===== src/rtl/sfc_pkg.sv =====
// Constants, state layout and types of the serial flash command block.
// Assumes a 40 MHz system clock that samples all pin inputs.
package sfc_pkg;
    localparam int CLK_HZ = 40_000_000;

    localparam int STATUS_WRITE_TIME_NS = 5000;
    localparam int SLEEP_ENTRY_DELAY_NS = 3000;
    localparam int SLEEP_RECOVERY_NS    = 3000;
    localparam logic [15:0] STATUS_WRITE_CYC = 16'((STATUS_WRITE_TIME_NS * 40 + 999) / 1000);
    localparam logic [15:0] SLEEP_ENTRY_CYC  = 16'((SLEEP_ENTRY_DELAY_NS * 40 + 999) / 1000);
    localparam logic [15:0] SLEEP_RECOV_CYC  = 16'((SLEEP_RECOVERY_NS * 40 + 999) / 1000);

    localparam logic [7:0] OP_STATUS_READ   = 8'h05;
    localparam logic [7:0] OP_WRITE_ENABLE  = 8'h06;
    localparam logic [7:0] OP_WRITE_DISABLE = 8'h04;
    localparam logic [7:0] OP_STATUS_WRITE  = 8'h01;
    localparam logic [7:0] OP_DEEP_SLEEP    = 8'hb9;
    localparam logic [7:0] OP_RELEASE_ID    = 8'hab;
    localparam logic [7:0] OP_STD_ID        = 8'h9f;

    // Status byte layout
    localparam int ST_BUSY_POS = 0;
    localparam int ST_WEL_POS  = 1;
    localparam int ST_BP_POS   = 2;
    localparam int ST_TB_POS   = 5;
    localparam int ST_BPL_POS  = 7;
    localparam logic [2:0] PROTECT_RST = 3'h0;

    // Register map
    localparam logic [7:0] REG_STATUS  = 8'h00;
    localparam logic [7:0] REG_CONTROL = 8'h04;
    localparam int CTL_EXT_BUSY_POS = 0;

    typedef enum logic [4:0] {
        PH_IDLE = 5'b00001,
        PH_CMD  = 5'b00010,
        PH_ADDR = 5'b00100,
        PH_OUT  = 5'b01000,
        PH_DATA = 5'b10000
    } sfc_phase_t;

    typedef struct packed {
        logic        ce_m, ce_s, ce_q;
        logic        sck_m, sck_s, sck_q;
        logic        si_m, si_s;
        logic        wp_m, wp_s;
        sfc_phase_t  phase;
        logic [2:0]  bit_cnt;
        logic [1:0]  byte_cnt;
        logic [7:0]  shreg;
        logic [7:0]  opcode;
        logic        cmd_ok;
        logic [7:0]  wdata;
        logic [7:0]  cur;
        logic [2:0]  ocnt;
        logic [1:0]  idx;
        logic        wel;
        logic [2:0]  bp;
        logic        tb;
        logic        status_lockdown_bit;
        logic [15:0] wr_cnt;
        logic        sleep;
        logic [15:0] pwr_cnt;
        logic        ext_busy;
        logic        so;
        logic        so_oe;
        logic [31:0] prdata;
        logic        pready;
        logic        pslverr;
    } sfc_state_t;
endpackage


===== src/rtl/sfc_flash_cmd.sv =====
// Serial flash command interpreter: status, write latch, lock-down,
// deep sleep and identification, with an APB status/control port.
// Assumes SPI pins asynchronous to sys_clk, SCK at most sys_clk/8.
//
// Summary of operation
// - Opcode 05h returns the status byte whenever awake, even while busy.
// - Status bytes repeat while clocks continue, stopping only at chip enable high.
// - Opcode 06h sets the write-enable latch.
// - Chip enable rising after a status write clears the write-enable latch.
// - Write enable and disable act only on the closing chip-enable rise.
// - Opcode 04h clears the write-enable latch.
// - Status write changes only protect bits, top/bottom select and lock-down bit.
// - Status write runs a self-timed busy cycle; host polls or waits.
// - Status write is ignored when protect pin low and lock-down set.
// - With protect pin low the lock-down bit may only be set.
// - With protect pin high all five writable bits change freely.
// - Lock checks happen at chip-enable rise; one write may lock and protect.
// - Opcode B9h enters deep sleep only at the closing chip-enable rise.
// - Deep sleep command is ignored while an internal write is busy.
// - In deep sleep only release and legacy identification are accepted.
// - Lowest power is reached only after the sleep entry delay.
// - Opcode ABh framed by chip enable releases sleep after recovery time.
// - ABh plus 24 dummy bits outputs the one-byte identifier repeatedly.
// - Opcode 9Fh outputs maker, type, capacity and reserved bytes.
// - The four identifier bytes repeat; chip enable high ends output anywhere.
// - Write-type commands need chip enable rise on a whole byte boundary.
// - Status write with two or more data bytes is rejected.
module sfc_flash_cmd
    import sfc_pkg::*;
#(
    parameter logic [7:0]  LEGACY_ID = 8'h7a,        // Arbitrary value
    parameter logic [31:0] STD_ID    = 32'h3c4d5e6f  // Arbitrary value
) (
    input  wire logic        sys_clk,
    input  wire logic        reset_n,
    input  wire logic        ce_n,
    input  wire logic        sck,
    input  wire logic        si,
    input  wire logic        wp_n,
    output logic             so,
    output logic             so_oe,
    input  wire logic        psel,
    input  wire logic        penable,
    input  wire logic        pwrite,
    input  wire logic [7:0]  paddr,
    input  wire logic [31:0] pwdata,
    output logic [31:0]      prdata,
    output logic             pready,
    output logic             pslverr
);
    logic [1:0] rst_q;
    logic       rst_n;
    sfc_state_t st;
    sfc_state_t next_st;
    logic       ce_fall;
    logic       ce_rise;
    logic       sck_rise;
    logic       sck_fall;
    logic [7:0] byte_in;
    logic       busy;
    logic       awake;
    logic       low_pwr;
    logic       wr_go;

    function automatic logic [7:0] status_of(input sfc_state_t s, input logic b);
        logic [7:0] r;
        r = 8'h00;
        r[ST_BUSY_POS] = b;
        r[ST_WEL_POS] = s.wel;
        r[ST_BP_POS +: 3] = s.bp;
        r[ST_TB_POS] = s.tb;
        r[ST_BPL_POS] = s.status_lockdown_bit;
        return r;
    endfunction

    function automatic logic [7:0] id_byte(input logic [1:0] i);
        logic [7:0] r;
        r = 8'h00;
        unique case (i)
            2'd0: r = STD_ID[31:24];
            2'd1: r = STD_ID[23:16];
            2'd2: r = STD_ID[15:8];
            2'd3: r = STD_ID[7:0];
        endcase
        return r;
    endfunction

    always_ff @(posedge sys_clk or negedge reset_n) begin
        if (!reset_n) begin
            rst_q <= 2'h0;
        end else begin
            rst_q <= {rst_q[0], 1'b1};
        end
    end
    assign rst_n = rst_q[1];

    assign ce_fall  = !st.ce_s && st.ce_q;
    assign ce_rise  = st.ce_s && !st.ce_q;
    assign sck_rise = st.sck_s && !st.sck_q && !st.ce_s;
    assign sck_fall = !st.sck_s && st.sck_q && !st.ce_s;
    assign byte_in  = {st.shreg[6:0], st.si_s};  // MSB first
    assign busy     = (st.wr_cnt != 16'h0) || st.ext_busy;
    assign awake    = !st.sleep && st.pwr_cnt == 16'h0;
    assign low_pwr  = st.sleep && st.pwr_cnt == 16'h0;
    // Lock check at the closing edge
    assign wr_go    = st.byte_cnt == 2'd1 && st.bit_cnt == 3'h0 && !busy && st.wel
                      && !(!st.wp_s && st.status_lockdown_bit);

    always_comb begin
        next_st = st;
        next_st.ce_m = ce_n;
        next_st.ce_s = st.ce_m;
        next_st.ce_q = st.ce_s;
        next_st.sck_m = sck;
        next_st.sck_s = st.sck_m;
        next_st.sck_q = st.sck_s;
        next_st.si_m = si;
        next_st.si_s = st.si_m;
        next_st.wp_m = wp_n;
        next_st.wp_s = st.wp_m;
        if (st.wr_cnt != 16'h0) begin
            next_st.wr_cnt = st.wr_cnt - 16'h1;  // Self-timed status write
        end
        if (st.pwr_cnt != 16'h0) begin
            next_st.pwr_cnt = st.pwr_cnt - 16'h1;  // Entry / recovery delay
        end

        if (ce_fall) begin
            next_st.phase = PH_CMD;
            next_st.bit_cnt = 3'h0;
            next_st.byte_cnt = 2'd0;
            next_st.cmd_ok = 1'b0;
            next_st.ocnt = 3'h0;
        end else if (ce_rise) begin
            next_st.phase = PH_IDLE;
            next_st.so_oe = 1'b0;  // Output ends even mid-byte
            if (st.cmd_ok) begin
                unique case (st.opcode)
                    OP_WRITE_ENABLE: begin
                        if (st.byte_cnt == 2'd0 && st.bit_cnt == 3'h0) begin
                            next_st.wel = 1'b1;
                        end
                    end
                    OP_WRITE_DISABLE: begin
                        if (st.byte_cnt == 2'd0 && st.bit_cnt == 3'h0) begin
                            next_st.wel = 1'b0;
                        end
                    end
                    OP_STATUS_WRITE: begin
                        if (st.bit_cnt == 3'h0) begin
                            next_st.wel = 1'b0;
                        end
                        if (wr_go) begin
                            // Only the five writable bits change
                            next_st.bp = st.wdata[ST_BP_POS +: 3];
                            next_st.tb = st.wdata[ST_TB_POS];
                            next_st.status_lockdown_bit = st.wp_s ? st.wdata[ST_BPL_POS]
                                                  : st.status_lockdown_bit | st.wdata[ST_BPL_POS];
                            next_st.wr_cnt = STATUS_WRITE_CYC;
                        end
                    end
                    OP_DEEP_SLEEP: begin
                        if (st.byte_cnt == 2'd0 && st.bit_cnt == 3'h0 && !busy) begin
                            next_st.sleep = 1'b1;
                            next_st.pwr_cnt = SLEEP_ENTRY_CYC;
                        end
                    end
                    OP_RELEASE_ID: begin
                        if (st.sleep) begin
                            next_st.sleep = 1'b0;
                            next_st.pwr_cnt = SLEEP_RECOV_CYC;
                        end
                    end
                    default: begin
                    end
                endcase
            end
        end else if (sck_rise) begin
            next_st.shreg = byte_in;
            next_st.bit_cnt = st.bit_cnt + 3'h1;
            if (st.bit_cnt == 3'h7) begin
                unique case (st.phase)
                    PH_CMD: begin
                        next_st.opcode = byte_in;
                        next_st.phase = PH_IDLE;
                        // Asleep or recovering: only release / legacy id
                        next_st.cmd_ok = awake || byte_in == OP_RELEASE_ID;
                        if (awake || byte_in == OP_RELEASE_ID) begin
                            unique case (byte_in)
                                OP_STATUS_READ: begin
                                    next_st.phase = PH_OUT;  // Allowed while busy
                                    next_st.cur = status_of(st, busy);
                                end
                                OP_STD_ID: begin
                                    next_st.phase = PH_OUT;
                                    next_st.cur = id_byte(2'd0);
                                    next_st.idx = 2'd1;
                                end
                                OP_RELEASE_ID: begin
                                    next_st.phase = PH_ADDR;
                                end
                                OP_WRITE_ENABLE, OP_WRITE_DISABLE, OP_STATUS_WRITE, OP_DEEP_SLEEP: begin
                                    next_st.phase = PH_DATA;
                                end
                                default: begin
                                    next_st.cmd_ok = 1'b0;
                                end
                            endcase
                        end
                    end
                    PH_ADDR: begin
                        next_st.byte_cnt = st.byte_cnt + 2'd1;
                        if (st.byte_cnt == 2'd2) begin
                            next_st.phase = PH_OUT;  // After 24 dummy bits
                            next_st.cur = LEGACY_ID;
                        end
                    end
                    PH_DATA: begin
                        if (st.byte_cnt == 2'd0) begin
                            next_st.wdata = byte_in;
                        end
                        if (st.byte_cnt != 2'd2) begin
                            next_st.byte_cnt = st.byte_cnt + 2'd1;  // Extra bytes
                        end
                    end
                    PH_IDLE, PH_OUT: begin
                    end
                endcase
            end
        end else if (sck_fall && st.phase == PH_OUT) begin
            next_st.so = st.cur[7];  // Drive on falling edge
            next_st.so_oe = 1'b1;
            next_st.cur = {st.cur[6:0], 1'b0};
            next_st.ocnt = st.ocnt + 3'h1;
            if (st.ocnt == 3'h7) begin
                if (st.opcode == OP_STATUS_READ) begin
                    next_st.cur = status_of(st, busy);  // Live status each byte
                end else if (st.opcode == OP_STD_ID) begin
                    next_st.cur = id_byte(st.idx);  // Wraps after the fourth
                    next_st.idx = st.idx + 2'd1;
                end else begin
                    next_st.cur = LEGACY_ID;
                end
            end
        end

        next_st.pready = 1'b0;
        next_st.pslverr = 1'b0;
        if (psel && penable && !st.pready) begin
            next_st.pready = 1'b1;
            next_st.prdata = 32'h0;
            if (paddr == REG_STATUS) begin
                next_st.prdata = {21'h0, awake, low_pwr, st.sleep, status_of(st, busy)};
            end else if (paddr == REG_CONTROL) begin
                next_st.prdata[CTL_EXT_BUSY_POS] = st.ext_busy;
            end else begin
                next_st.pslverr = 1'b1;
            end
        end
        if (psel && penable && st.pready && pwrite && paddr == REG_CONTROL) begin
            next_st.ext_busy = pwdata[CTL_EXT_BUSY_POS];
        end
    end

    always_ff @(posedge sys_clk or negedge rst_n) begin
        if (!rst_n) begin
            st <= '0;
            st.ce_m <= 1'b1;  // Pins start at idle level: no false edge
            st.ce_s <= 1'b1;
            st.ce_q <= 1'b1;
            st.wp_m <= 1'b1;
            st.wp_s <= 1'b1;
            st.phase <= PH_IDLE;
            st.bp <= PROTECT_RST;
        end else begin
            st <= next_st;
        end
    end

    assign so      = st.so;
    assign so_oe   = st.so_oe;
    assign prdata  = st.prdata;
    assign pready  = st.pready;
    assign pslverr = st.pslverr;
endmodule


===== config.mk =====
export PLATFORM = sky130hd
export DESIGN_NAME = sfc_flash_cmd
export DESIGN_NICKNAME = d
export VERILOG_FILES = /design/src/rtl/sfc_pkg.sv /design/src/rtl/sfc_flash_cmd.sv
export SDC_FILE = /design/constraint.sdc
export NUM_CORES = 1
export LEC_CHECK = 0
export ABC_AREA = 1
export BUFFER_PORTS_ARGS = -buffer_cell sky130_fd_sc_hd__buf_2
export CORE_AREA = 3 3 138 140
export CTS_BUF_LIST = sky130_fd_sc_hd__clkbuf_16
export CTS_CLUSTER_SIZE = 8
export DETAILED_ROUTE_END_ITERATION = 10
export DIE_AREA = 0 0 141 143
export PLACE_DENSITY = 0.55
export SLEW_MARGIN = 25
export SYNTH_ARGS = -nofsm -noshare
export SYNTH_HDL_FRONTEND = slang
export SYNTH_SLANG_ARGS = --single-unit

===== constraint.sdc =====
create_clock -name sys_clk -period 6.4 [get_ports sys_clk]
set_clock_uncertainty 0.1 [all_clocks]
set_input_delay 0 -clock sys_clk [delete_from_list [all_inputs] [get_ports sys_clk]]
set_output_delay 0 -clock sys_clk [all_outputs]
set_load 0.01 [all_outputs]

# == Yosys cells after proc, flatten, opt, wreduce, memory -nomap -nowiden ==
# Index checks and enable logic that the tools add are counted.
# totals
regBits,115
in_bits,49
output_inout_bits,36
word_cells,223
# classes
addsub,6
eq_ne,45
n_mux,63
bitwise_logic,4
reduce_logical,71
# ops
cell,n
33-bit two-way mux,3
16-bit two-way mux,5
8-bit two-way mux,8
"8-bit by 3-bit equality test with 1-bit output, second input constant",7
"8-bit equality test, second input constant",6
43-bit two-way mux,1
35-bit two-way mux,1
17-bit case mux with 2 select lines,1
8-bit case mux with 2 select lines,2
8-bit case mux with 4 select lines,1
16-bit nonzero test,2
"16-bit by 1-bit subtractor with 16-bit output, second input constant",2
25-bit two-way mux,1
2-bit two-way mux,11
1-bit logical AND,21
10-bit two-way mux,2
5-bit two-way mux,4
5-bit AND reduction,4
"2-bit inequality test, second input constant",9
2-bit nonzero test,9
17-bit two-way mux,1
"8-bit by 1-bit equality test with 1-bit output, second input constant",2
16-bit zero test,1
5-bit case mux with 3 select lines,1
40 further kinds,84

# == Logic depth before layout (Yosys ltp) ==
# Gate-level depths: netlist (run 1).
# logic_depth
word_depth,11
mapped_depth,12
mapped_depth_nobuf,12

# == Least setup slack after synthesis (run 1) ==
# OpenSTA, ideal clock, no wires.
# synth_timing
path_type,register to register
start,reg st (netlist bit next_st[131])
end,reg st[71] in the netlist's numbering
setup_time_ns,0.127
arrival_time_ns,1.653
required_time_ns,6.173
slack_ns,4.520
stages_incl_launch_ff,10
n_path_buf,1
synth_period_minus_slack_ns,1.880
cell_sequence,dfstp_2 inv_1 ha_1 inv_2 nand3_1 nor3_2 nand3_1 nor2_4 buf_6 o21ai_0
# synth_via
elab_chain_cells,4
word_cells_on_any_way,5
cone_classes,bitwise (1); reduce/logical (4)
# synth_rtl
element,line,text
start: declaration,sfc_flash_cmd.sv:53,sfc_state_t st;
start signal: assignment,sfc_flash_cmd.sv:276,st <= next_st;
1-bit zero test,sfc_flash_cmd.sv:97,assign ce_fall = !st.ce_s && st.ce_q;
1-bit logical AND,sfc_flash_cmd.sv:97,
1-bit NOT (no source line),-,
5-bit AND reduction (no source line) (*),-,
# Mark *: on every way between the ends. The rest lies on a longest branch, timed or not.
# A chain may end at the register's enable or synchronous reset.

==> results_dict.tcl, run 1 <==
set metrics [dict create \
    outcome "finished clean" \
    num_vias 4905 \
    rsz0062_at_grt "no" \
    power_density_mw_per_mm2 205 \
    drtAntennaViolNets 0 \
    cap_violations 0 \
    setup_slack_ns 3.86 \
    cp_data_required_time_ns 6.59 \
    fin_cells 1068 \
    relSlewSlack_pct 50.9 \
    ys_types 44 \
    clk_pin_slew_worst_paths_ns 0.07 \
    start_util_pct 34.6 \
    ys_seq_area_share_pct 44.4 \
    antenna_found_initial 0 \
    leakage_nw 3.33 \
    cts_tree "built" \
    clockBufferDepth 2 \
    post_cts_buffers 0 \
    max_stage_delay_ns 0.57 \
    yosys_most_used_dff "dfrtp_1" \
    fmax_mhz 393 \
    grt_pass1_wl_um 23100 \
    fin_crit_sh_pct 39.7 \
    critical_path.cell_chain "inv_1 > ha_1 > inv_2 > nand3_1 > inv_1 > nand2_1 > nand2_1 > nand2_1 > nand2_1" \
    grt.overflow.total 0 \
    dp_hpwl_um 9850 \
    power.total_mw 1.41 \
    grt_max_degree 79 \
    drt_iter0_drc 275 \
    netlist_area_mm2 0.00622 \
    vias_per_cell 4.59 \
    worstMarginPinSlew_ns 0.733 \
    ys_seq_elements 110 \
    utilization_pct 38.2 \
    drive_above_1_share_pct 12.6 \
    io_pins 85 \
    dp_cells 1037 \
    grt_pass1_vias 4573 \
    yosys.area.top_type "dfrtp_1" \
    post-place-ws_ns 3.85 \
    synth_top_cell_area_share_pct 41.8 \
    synthArstFlopShare_pct 100 \
    hold_class "in2reg" \
    critPathKind "reg2reg" \
    cts_sinks 110 \
    cts_made_buffers 9 \
    clk-insertion-delay-late_ns 0.36 \
    drt-total-wl_um 13400 \
    dieHeight_um 143 \
    drtPass1Iterations 5 \
    vdd_ir_drop_max_mv 0.179 \
    yosys_warnings 0 \
    core-area_mm2 0.0180 \
    synth_edf_count 0 \
    final_cell_area_mm2 0.00687 \
    die_area_mm2 0.0202 \
    setup_viol 0 \
    htreeDepth 3 \
    holdWs_ns 0.0304 \
    cp_max_fo 13 \
    crit_path_start_kind "register" \
    die_width_um 141 \
    path_common_cell "nand2_1" \
    arrival_ns 2.74 \
    slew_viol_final 0 \
    port_buffers 31 \
    postSynthAreaPerCell_um2 7.81 \
    place.gp.congestion 0.900 \
    cts_root_buf "clkbuf_16" \
    synth_area_leaders "dfrtp_1 42%, nand2_1 15%, nor2_1 5.6%" \
    cp-end-kind "register" \
    synthCells 797 \
    avgRoutedWirePerCell_um 12.6 \
    rows 49 \
    hold_viol 0 \
    n_antenna_cell 0 \
    postPlaceCellArea_mm2 0.00645 \
    min_period_ns 2.54 \
    area_growth_pct 10.4 \
    drc 0 \
    fin_tns_setup_ns 0 \
    cp_slowest_cell "dfstp_2" \
    grt_usage_pct 14.1 \
    final_nets 899 \
]
[cells in the final DEF (no fill, tap or decap), types with 2 or more instances in the layout]
master and n:
nand4_1 14, nand3_1 43, conb_1 23, dlygate4sd3_1 15, ha_1 16, dfrtp_1 103, a21oi_1 15, xor2_1 9
o21ai_0 49, a21oi_2 10, nor2_1 93, xnor2_1 7, inv_1 73, inv_2 3, nand2_1 241, a21boi_0 2
o21ai_1 7, nand3b_1 5, nand2_4 2, clkinv_1 2, clkinv_2 2, nor2_4 7, nor4_1 2, buf_2 31
clkinvlp_4 2, a31oi_1 2, nor3_1 7, nand2_2 6, nor3_2 3, clkinv_4 2, nand3_2 2, dfstp_2 6
or2_2 4, clkbuf_16 9, nor2_2 9
[kinds of logic (layout without fill, tap and decap cells)]
kind of cell	count (synthesis)	count (layout)	synth area share, %
other	2	23	0.121
DFF	110	110	44.4
AOI/OAI and AO/OA	90	90	8.18
buffers and inverters	119	140	9.67
and+or+nand+nor	443	443	32.0
xor gates and xnor gates	16	16	2.25
adders and majority gates	16	16	3.22
muxes	1	1	0.181
[flip-flops by register name, summed over array words and instances (netlist names)]
register	count
byte_in	8
next_st	6
prdata	10
pready	1
pslverr	1
rst_q	2
so	1
so_oe	1
st	80
[layer usage]
metal  track usage (%)  up-vias  wire (µm)
li1                  -     2565          -
met1              20.1     2241       6920
met2              21.9       84       5870
met3              2.95       15        471
met4              3.93        0        183
met5                 0        -          0
[report_power, final]
group	switching (mW)	internal [mW]
clock	0.259	0.261
sequential	0.0272	0.722
combinational	0.0956	0.0459
[synth_stat cells, types with 2 or more instances]
library cell,instances
nor3_1,7
nand2_4,2
dfrtp_1,104
ha_1,16
o21ai_1,7
conb_1,2
inv_2,3
xnor2_1,7
nor2_2,9
nand3b_1,5
a31oi_1,2
nor2_1,93
nor4_1,2
dfstp_2,6
clkbuf_1,3
or2_2,4
o21ai_0,49
nand2_2,6
xor2_1,9
buf_4,33
nand4_1,14
buf_6,3
a21oi_2,10
nand3_1,43
nand2_1,241
a21oi_1,15
inv_1,73
nor2_4,7
buf_2,3
nand3_2,2
a21boi_0,2
nor3_2,3
[worst paths after layout]
| kind | startpoint | end | slack [ns] | cells past startpoint |
|---|---|---|---|---|
| min | paddr[0] | prdata[1] | 0.03 | 4 |
| min in group asynchronous | rst_q[1] | byte_in[2] | 0.17 | 0 |
| max reg2reg | next_st[131] | st[41] | 3.86 | 9 |
| max in group asynchronous | rst_q[1] | st[50] | 5.00 | 1 |
| max | next_st[131] | st[41] | 3.86 | 9 |
| min reg2reg | rst_q[1] | byte_in[2] | 0.17 | 0 |
[worst max-delay path: cells and delay by family (launching register included)]
family / cells / cell delay [ns]
flip-flops: 1 / 0.57
buffers and inverters: 3 / 0.34
adder cells (fa/ha/maj): 1 / 0.33
AND/OR/NAND/NOR: 5 / 1.13
[layout make-up]
class                           count  area [µm²]
Sequential cell                   110        2760
Multi-Input combinational cell    589        2940
Tap cell                          229         287
Fill cell                        1903       11100
Timing Repair Buffer               47         317
Inverter                           77         294
Clock buffer                        9         225
Clock inverter                      7        41.3
[what timing repair did]
action,4_1_cts,5_1_grt
hold buffers,15,0
endpoints found under the setup margin,0,0
hold endpoints to repair,12,0
gates resized for setup,0,0
Power figures use the tool's default switching activity.
==> run 2, diff against run 1 <==
--- a/config.mk
+++ b/config.mk
@@ -5,14 +5,14 @@
 export SDC_FILE = /design/constraint.sdc
 export NUM_CORES = 1
 export LEC_CHECK = 0
-export ABC_AREA = 1
+export ABC_AREA = 0
 export BUFFER_PORTS_ARGS = -buffer_cell sky130_fd_sc_hd__buf_2
-export CORE_AREA = 3 3 138 140
+export CORE_AREA = 3 3 133 135
 export CTS_BUF_LIST = sky130_fd_sc_hd__clkbuf_16
 export CTS_CLUSTER_SIZE = 8
 export DETAILED_ROUTE_END_ITERATION = 10
-export DIE_AREA = 0 0 141 143
-export PLACE_DENSITY = 0.55
+export DIE_AREA = 0 0 136 138
+export PLACE_DENSITY = 0.56
 export SLEW_MARGIN = 25
 export SYNTH_ARGS = -nofsm -noshare
 export SYNTH_HDL_FRONTEND = slang
==> constraint.sdc (replaced) <==
create_clock -name sys_clk -period 2.6 [get_ports sys_clk]
set_clock_uncertainty 0.1 [all_clocks]
set_input_delay 0 -clock sys_clk [delete_from_list [all_inputs] [get_ports sys_clk]]
set_output_delay 0 -clock sys_clk [all_outputs]
set_load 0.01 [all_outputs]
==> run 2 against run 1 <==
Cell count is 23% lower. Via count fell by 15%. Non-clock buffer count rose by 23. Combinational power increased to 2.8 times the previous value. Clock-buffer cell count unchanged. Register-to-register slack got worse by 3.7 ns. Global-route usage shrank 0.52 points. Wire length fell by 6.7%. Sequential cell count unchanged. Largest cell class is now registers.
==> results_dict.tcl, run 2 <==
set metrics [dict create \
    outcome "finished clean" \
    netlist_top_cells_count "104 x dfrtp_1, 39 x nor2_1, 34 x buf_4" \
    cts_sinks 110 \
    dieHeight_um 138 \
    seq_area_mm2 0.00276 \
    io_pins 85 \
    grt_max_degree 75 \
    largest_register_ff_count 80 \
    synth_top_family_by_area "simple AND/OR/NAND/NOR gates" \
    grt.overflow.total 0 \
    postPlaceCellArea_mm2 0.00617 \
    synth_top_cell_area_share_pct 45.1 \
    die_area_mm2 0.0188 \
    r2r_end "st[71]" \
    rows 47 \
    setup_viol 0 \
    die_width_um 136 \
    num_vias 4188 \
    n_antenna_cell 0 \
    core-area_mm2 0.0166 \
    min_period_ns 2.52 \
    whs_path_depth 4 \
    reg2regPathDepth 7 \
    place.gp.congestion 0.843 \
    drc 0 \
    cts_tree "built" \
    avgRoutedWirePerCell_um 15.2 \
    cp-end-kind "register" \
    crit_path_start_kind "primary input" \
    cp_data_required_time_ns 2.74 \
    arrival_ns 2.66 \
    ys_seq_elements 110 \
    synth_area_leaders "dfrtp_1 45%, mux2_2 4.7%, buf_4 4.4%" \
    hold_class "in2reg" \
    postSynthAreaPerCell_um2 10.6 \
    synth-xor-area-share_pct 3.34 \
    synth_compound_area_share_pct 12.2 \
    largest-register "st" \
    yosys.area.top_type "dfrtp_1" \
    final_nets 665 \
    yosysMostFrequentCell "dfrtp_1" \
    cap_violations 0 \
    yosys.area_share.simple_pct 18.3 \
    utilization_pct 39.8 \
    ys_seq_area_share_pct 47.8 \
    leakage_nw 3.02 \
    cts_root_buf "clkbuf_16" \
    grt_usage_pct 13.6 \
    fin_cells 825 \
    dp_hpwl_um 8840 \
    port_buffers 31 \
    relSlewSlack_pct 56.6 \
    drtPass1Iterations 4 \
    power_density_mw_per_mm2 535 \
    dp_cells 794 \
    vias_per_cell 5.08 \
    drt-total-wl_um 12500 \
    synth_edf_count 0 \
    mostFrequentLayoutCell "dfrtp_1" \
    hold_viol 0 \
    multi_input_area_mm2 0.00269 \
    yosys_most_used_dff "dfrtp_1" \
    synthAdderAreaFrac_pct 3.47 \
    htreeDepth 3 \
    synthCells 546 \
    grt_pass1_wl_um 20800 \
    area_growth_pct 14.3 \
    yosys_warnings 0 \
    antenna_found_initial 0 \
    drt_iter0_drc 186 \
    muxShareOfSynthArea_pct 7.67 \
    rrSetupSlack_ns 0.19 \
    layout_common_cells "103 x dfrtp_1, 39 x nor2_1, 33 x nand2_1, 31 x buf_2, 26 x inv_1" \
    fillCellCount 1660 \
    ys_types 71 \
    critPathKind "in2reg" \
    worstMarginPinSlew_ns 0.641 \
    slew_viol_final 0 \
    vdd_ir_drop_max_mv 0.320 \
    fin_crit_sh_pct 97.0 \
    reg2reg_from "next_st[131]" \
    cts_made_buffers 9 \
    cp_max_fo 3 \
    min_from "penable" \
    grt_pass1_vias 4192 \
    netlist_area_mm2 0.00577 \
    drtAntennaViolNets 0 \
    final_cell_area_mm2 0.00660 \
    holdPathEnd "pready" \
    clockBufferDepth 2 \
    power.total_mw 3.53 \
    startpoint "paddr[3]" \
    clk_pin_slew_worst_paths_ns 0.07 \
    fmax_mhz 396 \
    drive_above_1_share_pct 20.7 \
    start_util_pct 34.8 \
    synthArstFlopShare_pct 100 \
    clk-insertion-delay-late_ns 0.36 \
]
[run 2: what timing repair did]
item,4_1_cts,5_1_grt
setup buffers,0,1
resized for setup,0,1
endpoints found under the hold margin,9,0
hold buffers,14,0
endpoints found under the setup margin,0,5
[run 2: kinds of logic after synthesis]
family,Yosys count
AO/OA/AOI/OAI,100
flip-flops,110
adder cells (fa/ha/maj),16
AND/OR/NAND/NOR,187
buffers and inverters,72
other,2
multiplexers,37
XOR/XNOR,22
[run 2: worst max-delay path: stages]
cell and delay (ns):
dlygate4sd3_1 0.54, buf_2 0.12, nor3_1 0.20, dlygate4sd3_1 0.60, nand2_1 0.09, nor3_1 0.21
mux2_2 0.35, dlygate4sd3_1 0.55
[run 2: final cells by class]
cell class	count	area share, %
clock buffers	9	3.41
flip-flops and latches	110	41.9
multi-input cells	385	40.8
repair buffers	70	7.70
clock inverters	7	0.645
well taps	220	4.17
inverters	24	1.37
[run 2: power breakdown]
part           total, mW  internal [mW]  switching (mW)
clock               1.27          0.645           0.625
sequential          1.86           1.78          0.0848
combinational      0.396          0.182           0.214
[run 2: worst max-delay path by stage]
stage               endpoint  depth (start not counted)
finish                st[36]                          8
global route          st[36]                          8
CTS                   st[36]                          8
detailed placement    st[71]                          7
global placement      st[73]                          7
floorplan             st[73]                          7
[run 2: stage by stage]
| stage | worst slack (ns) | TNS (ns) | hold WS, ns |
|---|---|---|---|
| 6_report | 0.0774 | 0 | 0.0992 |
| 5_1_grt | -0.0263 | -0.0263 | 0.134 |
| 3_5_place_dp | 0.176 | 0 | -0.312 |
| 4_1_cts | 0.102 | 0 | 0.0798 |
| 2_1_floorplan | 0.267 | 0 | -0.396 |
| 3_3_place_gp | 0.176 | 0 | -0.312 |
[run 2: metal layers]
layer / global-route usage, % / part of all wire [%] / wire, µm / vias to the layer above
met4: 4.14 / 1.5 / 184 / 0
met2: 22.3 / 49 / 6110 / 80
met1: 17.9 / 46 / 5730 / 2074
met3: 3.13 / 4.1 / 512 / 13
met5: 0 / 0 / 0 / -
li1: - / - / - / 2021
==> run 3, diff against run 2 <==
--- a/config.mk
+++ b/config.mk
@@ -5,14 +5,14 @@
 export SDC_FILE = /design/constraint.sdc
 export NUM_CORES = 1
 export LEC_CHECK = 0
-export ABC_AREA = 0
+export ABC_AREA = 1
 export BUFFER_PORTS_ARGS = -buffer_cell sky130_fd_sc_hd__buf_2
-export CORE_AREA = 3 3 133 135
+export CORE_AREA = 3 3 138 140
 export CTS_BUF_LIST = sky130_fd_sc_hd__clkbuf_16
 export CTS_CLUSTER_SIZE = 8
 export DETAILED_ROUTE_END_ITERATION = 10
-export DIE_AREA = 0 0 136 138
-export PLACE_DENSITY = 0.56
+export DIE_AREA = 0 0 141 143
+export PLACE_DENSITY = 0.57
 export SLEW_MARGIN = 25
 export SYNTH_ARGS = -nofsm -noshare
 export SYNTH_HDL_FRONTEND = slang
==> run 3 against run 2 <==
Cell count rose by 30%. First-iteration DRC count is 72% higher. Die area is 7.4% higher. Maximum frequency rose by 1.0%. Critical path depth grew 1. Cell area up 5.3%. Power fell by 0.79%. Critical endpoint unchanged. Largest power group unchanged. Highest routed layer unchanged.
==> results_dict.tcl, run 3 (synthesized netlist as in run 1, its figures left out) <==
set metrics [dict create \
    outcome "finished clean" \
    setup_viol 0 \
    drive_above_1_share_pct 13.5 \
    port_buffers 31 \
    antenna_found_initial 0 \
    dp_cells 1044 \
    cts_sinks 110 \
    num_vias 4974 \
    clk-insertion-delay-late_ns 0.36 \
    cts_root_buf "clkbuf_16" \
    power_density_mw_per_mm2 504 \
    io_pins 85 \
    min_period_ns 2.50 \
    grt_pass1_wl_um 23200 \
    power.share.clock_pct 37.3 \
    drtPass1Iterations 8 \
    cp-end-kind "register" \
    largest-register "st" \
    dieHeight_um 143 \
    clk_pin_slew_worst_paths_ns 0.07 \
    power.total_mw 3.50 \
    post-place-ws_ns 0.491 \
    utilization_pct 38.7 \
    internal-power_mw 2.55 \
    drc 0 \
    final_nets 907 \
    clockBufferDepth 2 \
    critPathKind "in2reg" \
    mostFrequentLayoutCell "nand2_1" \
    fillCellCount 1867 \
    dp_hpwl_um 9970 \
    fin_crit_sh_pct 96.0 \
    drtAntennaViolNets 0 \
    start_util_pct 34.6 \
    drt-total-wl_um 13500 \
    slew_viol_final 0 \
    rsz0062_at_grt "no" \
    cp_max_fo 2 \
    p_seq_share_pct 52.8 \
    avgRoutedWirePerCell_um 12.5 \
    grt_max_degree 44 \
    leakage_nw 3.38 \
    htreeDepth 3 \
    cap_violations 0 \
    drt_iter0_drc 320 \
    vias_per_cell 4.62 \
    arrival_ns 2.63 \
    cts_tree "built" \
    cp_data_required_time_ns 2.74 \
    cts_made_buffers 9 \
    grt.overflow.total 0 \
    hold_class "in2reg" \
    fin_cells 1076 \
    core-area_mm2 0.0180 \
    crit_path_start_kind "primary input" \
    worstMarginPinSlew_ns 0.601 \
    cts_resized 0 \
    vdd_ir_drop_max_mv 0.382 \
    combPwrFrac_pct 9.9 \
    power.switching_mw 0.950 \
    die_area_mm2 0.0202 \
    area_growth_pct 11.6 \
    place.gp.congestion 0.881 \
    largest_register_ff_count 80 \
    fmax_mhz 400 \
    setup_slack_ns 0.103 \
    relSlewSlack_pct 59.9 \
    die_width_um 141 \
    grt_pass1_vias 4718 \
    hold_viol 0 \
    netSwitchingFraction_pct 27.1 \
    grt_usage_pct 14.2 \
    layout_common_cells "241 x nand2_1, 103 x dfrtp_1, 93 x nor2_1, 74 x inv_1, 49 x o21ai_0" \
    rows 49 \
    n_antenna_cell 0 \
    fin_tns_setup_ns 0 \
]
-- run 3: timing repair --
| action | in CTS | in global routing |
|---|---|---|
| hold buffers | 16 | 0 |
| buffers inserted | 0 | 0 |
| endpoints found under the hold margin | 12 | 0 |
-- run 3: cell type report --
class	instances	area [µm²]	area share, %
Multi-Input combinational cell	589	2940	42.3
Sequential cell	110	2760	39.8
Timing Repair Buffer	55	388	5.58
Inverter	77	294	4.23
Tap cell	229	287	4.13
Clock buffer	9	225	3.24
Clock inverter	7	48.8	0.703
-- run 3: worst paths after layout --
path,start,to,slack (ns),cells after the start
worst max register to register,st[116],st[42],0.52,10
worst max-delay path,paddr[0],st[36],0.10,9
worst min-delay path,paddr[1],prdata[1],0.03,4
worst min register to register,rst_q[1],st[118],0.24,0
max in group asynchronous,rst_q[1],next_st[131],1.45,1
min in group asynchronous,rst_q[1],st[118],0.24,0
-- run 3: through the flow --
stage                     cell area [µm²]  hold slack, ns
after detailed placement             6510          -0.312
after CTS                            6950          0.0262
after floorplan                      6300          -0.396
after global routing                 6950          0.0515
final                                6950          0.0349
after global placement               6510          -0.314
-- run 3: layer usage --
| metal | global-route usage [%] | vias to the layer above | share of wire [%] |
|---|---|---|---|
| met1 | 20.0 | 2268 | 50 |
| li1 | - | 2582 | - |
| met2 | 21.8 | 109 | 44 |
| met5 | 0 | - | 0 |
| met3 | 3.88 | 15 | 4.9 |
| met4 | 3.26 | 0 | 1.2 |
-- run 3: power by group through the flow --
stage / Combinational (mW) / Sequential [mW] / Clock [mW]
6_report: 0.348 / 1.85 / 1.31
5_1_grt: 0.407 / 1.86 / 1.44
4_1_cts: 0.353 / 1.85 / 1.37
3_5_place_dp: 0.338 / 1.88 / 0
3_3_place_gp: 0.335 / 1.88 / 0
2_1_floorplan: 0.258 / 1.88 / 0
-- run 3: worst max-delay path, stage by stage --
cell	delay, ns
dlygate4sd3_1	0.53
buf_2	0.11
or2_2	0.28
nor4_1	0.32
nand2_1	0.11
nor2_1	0.10
dlygate4sd3_1	0.55
a21oi_1	0.05
dlygate4sd3_1	0.57
